### src/shared/iopm_regs.svh
`ifndef IOPM_REGS_SVH
`define IOPM_REGS_SVH
// ============================================================
// Register map: addr[7:4] selects the register kind, addr[3:2] the port
`define IOPM_KIND_PORT 4'h0
`define IOPM_KIND_MODE_LOW 4'h1
`define IOPM_KIND_MODE_HIGH 4'h2
`define IOPM_KIND_INPUT_TYPE 4'h3
`define IOPM_KIND_SLEW 4'h4
`define IOPM_KIND_LATCH_READBACK 4'h5
`define IOPM_KIND_CTRL 4'h6
`define IOPM_OFS_CTRL 8'h60
// ============================================================
// Control register fields
`define IOPM_CTRL_PULLUP_BIT 0
`define IOPM_CTRL_RPD_BIT 1
`define IOPM_CTRL_DBG_HOLD_BIT 2
// ============================================================
// Reset values
`define IOPM_RST_LATCH 8'hff
`define IOPM_RST_MODE_LOW 8'hff
`define IOPM_RST_MODE_HIGH 8'h00
`define IOPM_RST_INPUT_TYPE 8'h00
`define IOPM_RST_SLEW 8'h00
`define IOPM_RST_PULLUP 1'b0
// ============================================================
// Implemented pins per port (26 in all)
`define IOPM_MASK_P0 8'hff
`define IOPM_MASK_P1 8'hff
`define IOPM_MASK_P2 8'h07
`define IOPM_MASK_P3 8'h7f
// ============================================================
// Special lanes (port * 8 + bit)
`define IOPM_LANE_SHARED 16
`define IOPM_LANE_DBG_DATA 14
`define IOPM_LANE_DBG_CLK 15
// ============================================================
// Timing counts
`define IOPM_DBG_HOLD_TICKS 10'd600
`define IOPM_STRONG_CYCLES 2'd2
`endif

### src/shared/iopm_pkg.sv
// ============================================================
// Types
`default_nettype none
package iopm_pkg;
	typedef enum logic [1:0] {MODE_QUASI, MODE_PUSH_PULL, MODE_INPUT_ONLY, MODE_OPEN_DRAIN} iopm_mode_e;
	typedef enum logic {DBG_HOLD, DBG_RELEASED} iopm_dbg_e;
	typedef struct packed {
		logic drive_en;
		logic drive_val;
		logic pull_weak;
		logic pull_vweak;
	} iopm_lane_s;
endpackage : iopm_pkg
`default_nettype wire

### src/logic/iopm_top.sv
// The register offsets and the Avalon-MM interface to the registers were chosen for this implementation.
`timescale 1ns/10ps
`default_nettype none
`include "iopm_regs.svh"
module iopm_top
	import iopm_pkg::*;
(
	input wire logic CLK_I,
	input wire logic RST_N_I,
	input wire logic [7:0] AVS_ADDRESS_I,
	input wire logic AVS_READ_I,
	input wire logic AVS_WRITE_I,
	input wire logic [31:0] AVS_WRITEDATA_I,
	input wire logic [3:0] AVS_BYTEENABLE_I,
	output logic [31:0] AVS_READDATA_O,
	output logic AVS_WAITREQUEST_O,
	input wire logic RESET_PIN_DISABLE_CONFIG_I,
	input wire logic LOW_SPEED_OSC_TICK_I,
	input wire logic [31:0] PIN_I,
	output logic [31:0] PIN_O,
	output logic [31:0] PIN_OE_N_O,
	output logic [31:0] PULL_WEAK_O,
	output logic [31:0] PULL_VWEAK_O,
	output logic [31:0] SCHMITT_O,
	output logic [31:0] FAST_SLEW_O,
	output logic SHARED_PULLUP_O
);
	// ============================================================
	// Storage
	localparam logic [3:0][7:0] port_mask = {`IOPM_MASK_P3, `IOPM_MASK_P2,
		`IOPM_MASK_P1, `IOPM_MASK_P0};

	logic [3:0][7:0] latch;
	logic [3:0][7:0] mode_select_low;
	logic [3:0][7:0] mode_select_high;
	logic [3:0][7:0] input_type_select;
	logic [3:0][7:0] slew_rate_select;
	logic shared_pin_pullup_enable;
	logic [31:0] pin_sync;
	logic [31:0] pin_read;
	logic [31:0] prev_latch;
	logic [31:0][1:0] strong_cnt;
	logic [31:0][1:0] next_strong_cnt;
	iopm_lane_s [31:0] next_lane;
	iopm_dbg_e dbg_state;
	logic [9:0] dbg_ticks;
	logic dbg_hold;

	// ============================================================
	// Avalon-MM slave, one wait state on every access
	logic [3:0] kind;
	logic [1:0] port;
	logic addr_ok;
	logic wr_take;
	logic [7:0] wr_byte;
	logic [31:0] next_rdata;

	assign kind = AVS_ADDRESS_I[7:4];
	assign port = AVS_ADDRESS_I[3:2];
	assign addr_ok = (AVS_ADDRESS_I[1:0] == 2'b00);
	assign wr_take = AVS_WRITE_I & ~AVS_WAITREQUEST_O & addr_ok & AVS_BYTEENABLE_I[0];
	assign wr_byte = AVS_WRITEDATA_I[7:0] & port_mask[port];

	always_ff @(posedge CLK_I or negedge RST_N_I)
	begin
		if (!RST_N_I)
			AVS_WAITREQUEST_O <= 1'b1;
		else
			AVS_WAITREQUEST_O <= ~((AVS_READ_I | AVS_WRITE_I) & AVS_WAITREQUEST_O);
	end

	always_comb
	begin
		next_rdata = 32'h0000_0000;
		if (addr_ok)
		begin
			case (kind)
				`IOPM_KIND_PORT: next_rdata = {24'h00_0000, pin_read[port*8 +: 8]};
				`IOPM_KIND_MODE_LOW: next_rdata = {24'h00_0000, mode_select_low[port]};
				`IOPM_KIND_MODE_HIGH: next_rdata = {24'h00_0000, mode_select_high[port]};
				`IOPM_KIND_INPUT_TYPE: next_rdata = {24'h00_0000, input_type_select[port]};
				`IOPM_KIND_SLEW: next_rdata = {24'h00_0000, slew_rate_select[port]};
				`IOPM_KIND_LATCH_READBACK: next_rdata = {24'h00_0000, latch[port]};
				`IOPM_KIND_CTRL:
				begin
					if (port == 2'd0)
					begin
						next_rdata[`IOPM_CTRL_PULLUP_BIT] = shared_pin_pullup_enable;
						next_rdata[`IOPM_CTRL_RPD_BIT] = RESET_PIN_DISABLE_CONFIG_I;
						next_rdata[`IOPM_CTRL_DBG_HOLD_BIT] = dbg_hold;
					end
				end
				default: next_rdata = 32'h0000_0000;
			endcase
		end
	end

	// Read data is sampled in the wait cycle and holds through the taking edge
	always_ff @(posedge CLK_I or negedge RST_N_I)
	begin
		if (!RST_N_I)
			AVS_READDATA_O <= 32'h0000_0000;
		else if (AVS_READ_I & AVS_WAITREQUEST_O)
			AVS_READDATA_O <= next_rdata;
	end

	// ============================================================
	// Software registers, one process per register
	// Unimplemented bits keep their reset value until the first write masks them
	always_ff @(posedge CLK_I or negedge RST_N_I)
	begin
		if (!RST_N_I)
			latch <= {4{`IOPM_RST_LATCH}};
		else if (wr_take && (kind == `IOPM_KIND_PORT || kind == `IOPM_KIND_LATCH_READBACK))
			latch[port] <= wr_byte;
	end

	always_ff @(posedge CLK_I or negedge RST_N_I)
	begin
		if (!RST_N_I)
			mode_select_low <= {4{`IOPM_RST_MODE_LOW}};
		else if (wr_take && kind == `IOPM_KIND_MODE_LOW)
			mode_select_low[port] <= wr_byte;
	end

	always_ff @(posedge CLK_I or negedge RST_N_I)
	begin
		if (!RST_N_I)
			mode_select_high <= {4{`IOPM_RST_MODE_HIGH}};
		else if (wr_take && kind == `IOPM_KIND_MODE_HIGH)
			mode_select_high[port] <= wr_byte;
	end

	always_ff @(posedge CLK_I or negedge RST_N_I)
	begin
		if (!RST_N_I)
			input_type_select <= {4{`IOPM_RST_INPUT_TYPE}};
		else if (wr_take && kind == `IOPM_KIND_INPUT_TYPE)
			input_type_select[port] <= wr_byte;
	end

	always_ff @(posedge CLK_I or negedge RST_N_I)
	begin
		if (!RST_N_I)
			slew_rate_select <= {4{`IOPM_RST_SLEW}};
		else if (wr_take && kind == `IOPM_KIND_SLEW)
			slew_rate_select[port] <= wr_byte;
	end

	always_ff @(posedge CLK_I or negedge RST_N_I)
	begin
		if (!RST_N_I)
			shared_pin_pullup_enable <= `IOPM_RST_PULLUP;
		else if (wr_take && kind == `IOPM_KIND_CTRL && port == 2'd0)
			shared_pin_pullup_enable <= AVS_WRITEDATA_I[`IOPM_CTRL_PULLUP_BIT];
	end

	// ============================================================
	// Debug pin hold after reset, counted in slow oscillator ticks
	assign dbg_hold = (dbg_state == DBG_HOLD);

	always_ff @(posedge CLK_I or negedge RST_N_I)
	begin
		if (!RST_N_I)
		begin
			dbg_state <= DBG_HOLD;
			dbg_ticks <= 10'h000;
		end
		else
		begin
			case (dbg_state)
				DBG_HOLD:
				begin
					if (LOW_SPEED_OSC_TICK_I)
					begin
						dbg_ticks <= dbg_ticks + 10'h001;
						if (dbg_ticks == `IOPM_DBG_HOLD_TICKS - 10'h001)
							dbg_state <= DBG_RELEASED;
					end
				end
				DBG_RELEASED: dbg_state <= DBG_RELEASED;
				default: dbg_state <= DBG_RELEASED;
			endcase
		end
	end

	// ============================================================
	// Pin input path
	// The weak pull-high trails the pin by three edges; an external sink must overpower it
	iopm_sync u_sync (
		.clk_i(CLK_I),
		.rst_n_i(RST_N_I),
		.async_i(PIN_I),
		.sync_o(pin_sync)
	);

	// Shared pin reads zero while it serves as the reset input
	always_comb
	begin
		pin_read = pin_sync & port_mask;
		if (RESET_PIN_DISABLE_CONFIG_I)
			pin_read[`IOPM_LANE_SHARED] = 1'b0;
	end

	// ============================================================
	// Per-pin drivers
	genvar g;
	generate
		for (g = 0; g < 32; g++)
		begin : g_lane
			localparam bit is_dbg = (g == `IOPM_LANE_DBG_DATA) || (g == `IOPM_LANE_DBG_CLK);
			localparam bit is_shared = (g == `IOPM_LANE_SHARED);
			logic lat;
			logic rise;
			iopm_mode_e mode;

			always_comb
			begin
				lat = latch[g / 8][g % 8];
				case ({mode_select_low[g / 8][g % 8], mode_select_high[g / 8][g % 8]})
					2'b00: mode = MODE_QUASI;
					2'b01: mode = MODE_PUSH_PULL;
					2'b10: mode = MODE_INPUT_ONLY;
					default: mode = MODE_OPEN_DRAIN;
				endcase
				if (is_dbg && dbg_hold)
				begin
					mode = MODE_QUASI;
					lat = 1'b1;
				end
				if (is_shared || !port_mask[g / 8][g % 8])
					mode = MODE_INPUT_ONLY;
				rise = lat & ~prev_latch[g];
				next_lane[g] = '0;
				next_strong_cnt[g] = 2'd0;
				case (mode)
					MODE_QUASI:
					begin
						if (rise)
							next_strong_cnt[g] = `IOPM_STRONG_CYCLES - 2'd1;
						else if (lat && strong_cnt[g] != 2'd0)
							next_strong_cnt[g] = strong_cnt[g] - 2'd1;
						next_lane[g].drive_en = ~lat | rise | (strong_cnt[g] != 2'd0);
						next_lane[g].drive_val = lat;
						next_lane[g].pull_vweak = lat;
						next_lane[g].pull_weak = pin_sync[g];
					end
					MODE_PUSH_PULL:
					begin
						next_lane[g].drive_en = 1'b1;
						next_lane[g].drive_val = lat;
					end
					MODE_OPEN_DRAIN:
					begin
						next_lane[g].drive_en = ~lat;
						next_lane[g].drive_val = 1'b0;
					end
					MODE_INPUT_ONLY: next_lane[g] = '0;
					default: next_lane[g] = '0;
				endcase
			end

			// Reset to the latch's reset level, so no strong pulse follows reset
			always_ff @(posedge CLK_I or negedge RST_N_I)
			begin
				if (!RST_N_I)
					prev_latch[g] <= 1'b1;
				else
					prev_latch[g] <= lat;
			end

			always_ff @(posedge CLK_I or negedge RST_N_I)
			begin
				if (!RST_N_I)
					strong_cnt[g] <= 2'd0;
				else
					strong_cnt[g] <= next_strong_cnt[g];
			end

			// Registered pad controls keep glitches off the pins
			always_ff @(posedge CLK_I or negedge RST_N_I)
			begin
				if (!RST_N_I)
				begin
					PIN_O[g] <= 1'b0;
					PIN_OE_N_O[g] <= 1'b1;
					PULL_WEAK_O[g] <= 1'b0;
					PULL_VWEAK_O[g] <= 1'b0;
				end
				else
				begin
					PIN_O[g] <= next_lane[g].drive_val;
					PIN_OE_N_O[g] <= ~next_lane[g].drive_en;
					PULL_WEAK_O[g] <= next_lane[g].pull_weak;
					PULL_VWEAK_O[g] <= next_lane[g].pull_vweak;
				end
			end

			// Input type and slew only shape the pad; they never gate the data path
			always_ff @(posedge CLK_I or negedge RST_N_I)
			begin
				if (!RST_N_I)
				begin
					SCHMITT_O[g] <= 1'b0;
					FAST_SLEW_O[g] <= 1'b0;
				end
				else
				begin
					if (is_shared)
						SCHMITT_O[g] <= 1'b1;
					else
						SCHMITT_O[g] <= input_type_select[g / 8][g % 8];
					FAST_SLEW_O[g] <= slew_rate_select[g / 8][g % 8];
				end
			end
		end
	endgenerate

	// ============================================================
	// Shared pin pull-up: forced on while the pin is the reset input
	always_ff @(posedge CLK_I or negedge RST_N_I)
	begin
		if (!RST_N_I)
			SHARED_PULLUP_O <= 1'b1;
		else
			SHARED_PULLUP_O <= RESET_PIN_DISABLE_CONFIG_I | shared_pin_pullup_enable;
	end
endmodule : iopm_top
`default_nettype wire

### src/logic/iopm_sync.sv
`timescale 1ns/10ps
`default_nettype none
// ============================================================
// Two-flop synchroniser bank for the pin inputs
module iopm_sync (
	input wire logic clk_i,
	input wire logic rst_n_i,
	input wire logic [31:0] async_i,
	output logic [31:0] sync_o
);
	logic [31:0] meta;

	always_ff @(posedge clk_i or negedge rst_n_i)
	begin
		if (!rst_n_i)
		begin
			meta <= 32'h0000_0000;
			sync_o <= 32'h0000_0000;
		end
		else
		begin
			meta <= async_i;
			sync_o <= meta;
		end
	end
endmodule : iopm_sync
`default_nettype wire

### config.mk
export PLATFORM = sky130hd
export DESIGN_NAME = iopm_top
export DESIGN_NICKNAME = d
export VERILOG_FILES = /design/src/shared/iopm_pkg.sv /design/src/logic/iopm_top.sv /design/src/logic/iopm_sync.sv
export VERILOG_INCLUDE_DIRS = /design/src /design/src/shared
export SDC_FILE = /design/constraint.sdc
export NUM_CORES = 1
export LEC_CHECK = 0
export BUFFER_PORTS_ARGS = -buffer_cell sky130_fd_sc_hd__buf_2
export CAP_MARGIN = 20
export CORE_UTILIZATION = 45
export DETAILED_ROUTE_END_ITERATION = 6
export GPL_ROUTABILITY_DRIVEN = 0
export PLACE_DENSITY = 0.66
export SYNTH_ARGS = -nofsm -noshare
export SYNTH_HDL_FRONTEND = slang
export SYNTH_SLANG_ARGS = --single-unit
### constraint.sdc
create_clock -name CLK_I -period 2.2 [get_ports CLK_I]
set_input_delay 0.44 -clock CLK_I [delete_from_list [all_inputs] [get_ports CLK_I]]
set_output_delay 0.44 -clock CLK_I [all_outputs]
set_load 0.01 [all_outputs]
==> results summary <==
Setup repair after global routing left no endpoint under its margin. The initial DRC count is 670. The number of cells in the finished layout apart from fillers came out at ~2200. The hold violation count in the final report came out at 0. Grouping stages by cell kind, the critical path spends the most delay in simple AND/OR/NAND/NOR gates.

Timing would allow up to a little under 500 MHz. After layout, the worst path uses between 90% and 100% of the clock period. The combined global-route utilization of all metal layers is between 20% and 30%. In this run the power density over the cells is between 800 and 900 mW/mm2. Across the routed clock network, the largest skew measured is about 0.012 ns.

After detailed placement, the design holds a cell count of 2121. The initial cell density of the core is approximately 46%. The most used cell along the critical path is buf_4. Along the worst path, the maximum fanout reaches 6.

The peak ir drop on the vdd network is between 0.0004 and 0.0005 V. The placed wire-length estimate after detailed placement came out at about 32000 um. In this run the clock root is driven by a clkbuf_16. The worst stage delay on the critical path came out at between 0.3 and 0.4 ns. The cell type contributing the most total cell area after synthesis is dfrtp_1. The clock transition at the registers of the reported paths came out at about 0.06 ns. The count of antenna-violating nets left after detailed routing came out at 0.

By instance count, the leading cell after synthesis is dfrtp_1. The worst setup path is captured at a flop. The count of input and output buffers came out at about 220. In the synthesized netlist the dominant register cell turns out to be dfrtp_1. The area inside the core boundary came out at 0.0400 mm2. The TritonCTS clock tree is built. Ranked by total cell area, the synthesized netlist is headed by dfrtp_1 (49%), dfstp_2 (17%), mux2_2 (8.0%). The area of the mapped netlist is ~0.018 mm2. The first detailed-routing pass took 5 iterations.

The routed layout has 11300 vias. The cell row count came out at 73. The number of buffers on the longest clock path is 3.

The run finished with clean final reports. In the final routed layout, each cell accounts on average for roughly 20 um. The global-route wire length before repair came out at about 70000 um. The number of primary I/O pins is slightly above 300.

The register area share after synthesis came out at around two thirds. The worst-case setup slack after placement is -0.264 ns. After synthesis, the largest area contributor takes up 48.7% of total cell area.

The die height came out at 204 um. The clock insertion delay at the later pin of the skew report is roughly 0.57 ns. The number of antenna violations at the first check in global routing is 1. The worst-path cell with the longest stage delay is dfstp_2. The final setup slack of the worst path came out at about 0.17 ns.

The via-per-instance ratio is slightly above 5. The total of flip-flops plus latches after synthesis is between 400 and 500. The overall die area came out at 0.0416 mm2. The critical path is of the reg -> reg type.

The critical path buffer and inverter count is 3. The post-synthesis to final-layout area growth is 23.5%. The number of warning messages in the yosys log came out at 0. Sorting the synthesized cells by how often they occur yields dfrtp_1 (357), mux2_2 (131), dfstp_2 (116). The shortest period the worst path allows came out at approximately 2 ns.

The final-report setup violation count came out at 0. Walking the worst path, the cells encountered are nor4b_2 -> buf_4 -> nand3_1 -> buf_4 -> nor2_2 -> buf_12 -> mux2_2. The post-synthesis area per instance is between 10 and 15 um2. The tightest min-delay check is of the in -> reg type. The post-route DRC violation count came out at 0. The share of synthesized registers carrying an async set or reset came out at between 90% and 100%. The number of distinct library cells after synthesis is 53. The number of slew-limit violations in the final report was 0.

The proportion of layout cells with a drive suffix above 1 is a little over two fifths. The CTS buffer count is 48. The critical path arrival is 2.48 ns. The standby leakage power is 11.2 nW. The largest net degree at the start of global routing came out at 81. In the final design database the tool counted 1781 nets. The post-detailed-routing wire length came out at between 40000 and 50000 um. The width of the die came out at 204 um. The number of global-route vias before repair is between 10000 and 15000. After technology mapping, the gate count stands at roughly 1300. The worst hold slack came out at approximately 0.06 ns. The maximum level of the CTS H-tree is 2.

The leftover overflow at the end of global routing is 0. The max capacitance violation total came out at 0. The final-layout setup total negative slack is 0 ns. After clock tree synthesis, the setup repair step added 0 buffers. The worst path required time is around 2.7 ns. The worst setup path is launched from a flop.

The count of flip-flops with a built-in enable after synthesis is 0. The number of sinks on the clock net came out at around 470.
## flip-flops by register name, summed over array words and instances, names as in the netlist, 2 cells and up
| name | cells |
|---|---|
| slew_rate_select | 32 |
| PULL_VWEAK_O | 25 |
| mode_select_high | 32 |
| latch | 2 |
| u_sync.sync_o | 26 |
| strong_cnt | 50 |
| g_lane.lat | 30 |
| AVS_READDATA_O | 8 |
| input_type_select | 32 |
| prev_latch | 25 |
| mode_select_low | 32 |
| FAST_SLEW_O | 32 |
| dbg_ticks | 10 |
| PIN_O | 25 |
| PIN_OE_N_O | 25 |
| SCHMITT_O | 32 |
| u_sync.meta | 26 |
| PULL_WEAK_O | 25 |
## cell type report
cell class	instances	area, um2
fillers	3317	17300
repair buffers	353	2360
diodes	1	2.50
multi-input cells	719	5770
clock inverters	21	198
inverters	78	293
clock buffers	67	1400
flip-flops and latches	473	12000
well taps	525	657
## worst reg2reg max path, delay by kind of cell (launching register included)
| family | cells | cell delay (ns) |
|---|---|---|
| muxes | 1 | 0.34 |
| DFF | 1 | 0.37 |
| and+or+nand+nor | 3 | 0.65 |
| buffers and inverters | 3 | 0.55 |
## per-stage QoR
step	cell area, um2	total power [mW]	utilization (%)
2_1_floorplan	18500	9.63	-
3_3_place_gp	20800	10.1	51.9
3_5_place_dp	20800	10.1	51.9
4_1_cts	22700	18.4	56.6
5_1_grt	22700	18.8	56.7
6_report	22700	18.2	56.7
## final timing paths
path                              startpoint                   end  slack (ns)  cells after the start
setup / recovery           AVS_WAITREQUEST_O   mode_select_high[0]        0.17                      7
hold / removal                   AVS_WRITE_I     AVS_WAITREQUEST_O        0.06                      2
setup reg to reg           AVS_WAITREQUEST_O   mode_select_high[0]        0.17                      7
hold reg to reg              u_sync.meta[28]     u_sync.sync_o[28]        0.35                      0
max in group asynchronous            RST_N_I  slew_rate_select[24]        1.00                      4
min in group asynchronous            RST_N_I        u_sync.meta[5]        0.34                      2
## per-layer routing
metal	vias up	track usage (%)	share of wire (%)
met1	5768	31.0	44
met5	-	0	0
met3	78	5.10	6.7
met2	365	34.3	47
met4	0	6.16	2.4
li1	5127	-	-
## timing repair
action | CTS | global route
endpoints found under the hold margin | 50 | 0
setup endpoints to repair | 0 | 9
gates resized for setup | 0 | 2
hold buffers | 27 | 0
## cell usage in the layout, fill, tap and decap left out, drive strengths merged, types with 27 or more instances in the layout
| master | instances |
|---|---|
| nand2 | 46 |
| inv | 78 |
| and2 | 40 |
| mux4 | 43 |
| dfrtp | 357 |
| clkbuf | 67 |
| and3 | 44 |
| nor2 | 80 |
| mux2 | 131 |
| o21ai | 85 |
| nor2b | 65 |
| dfstp | 116 |
| buf | 326 |
| dlygate4sd3 | 27 |
| conb | 53 |
## kinds of logic after synthesis
logic type,Yosys count,synth area share (%)
mux,178,13.5
xor+xnor,10,0.477
compound gates,131,4.31
other cells,2,0.0409
flops,473,65.3
fa+ha+maj,26,1.77
simple gates,321,10.1
buf+inv,162,4.52
## where the power goes
part	internal (mW)	switching, mW
Sequential	8.93	0.121
Combinational	0.374	0.565
Clock	4.81	3.35
No activity file was read; power rests on OpenSTA's default activity.
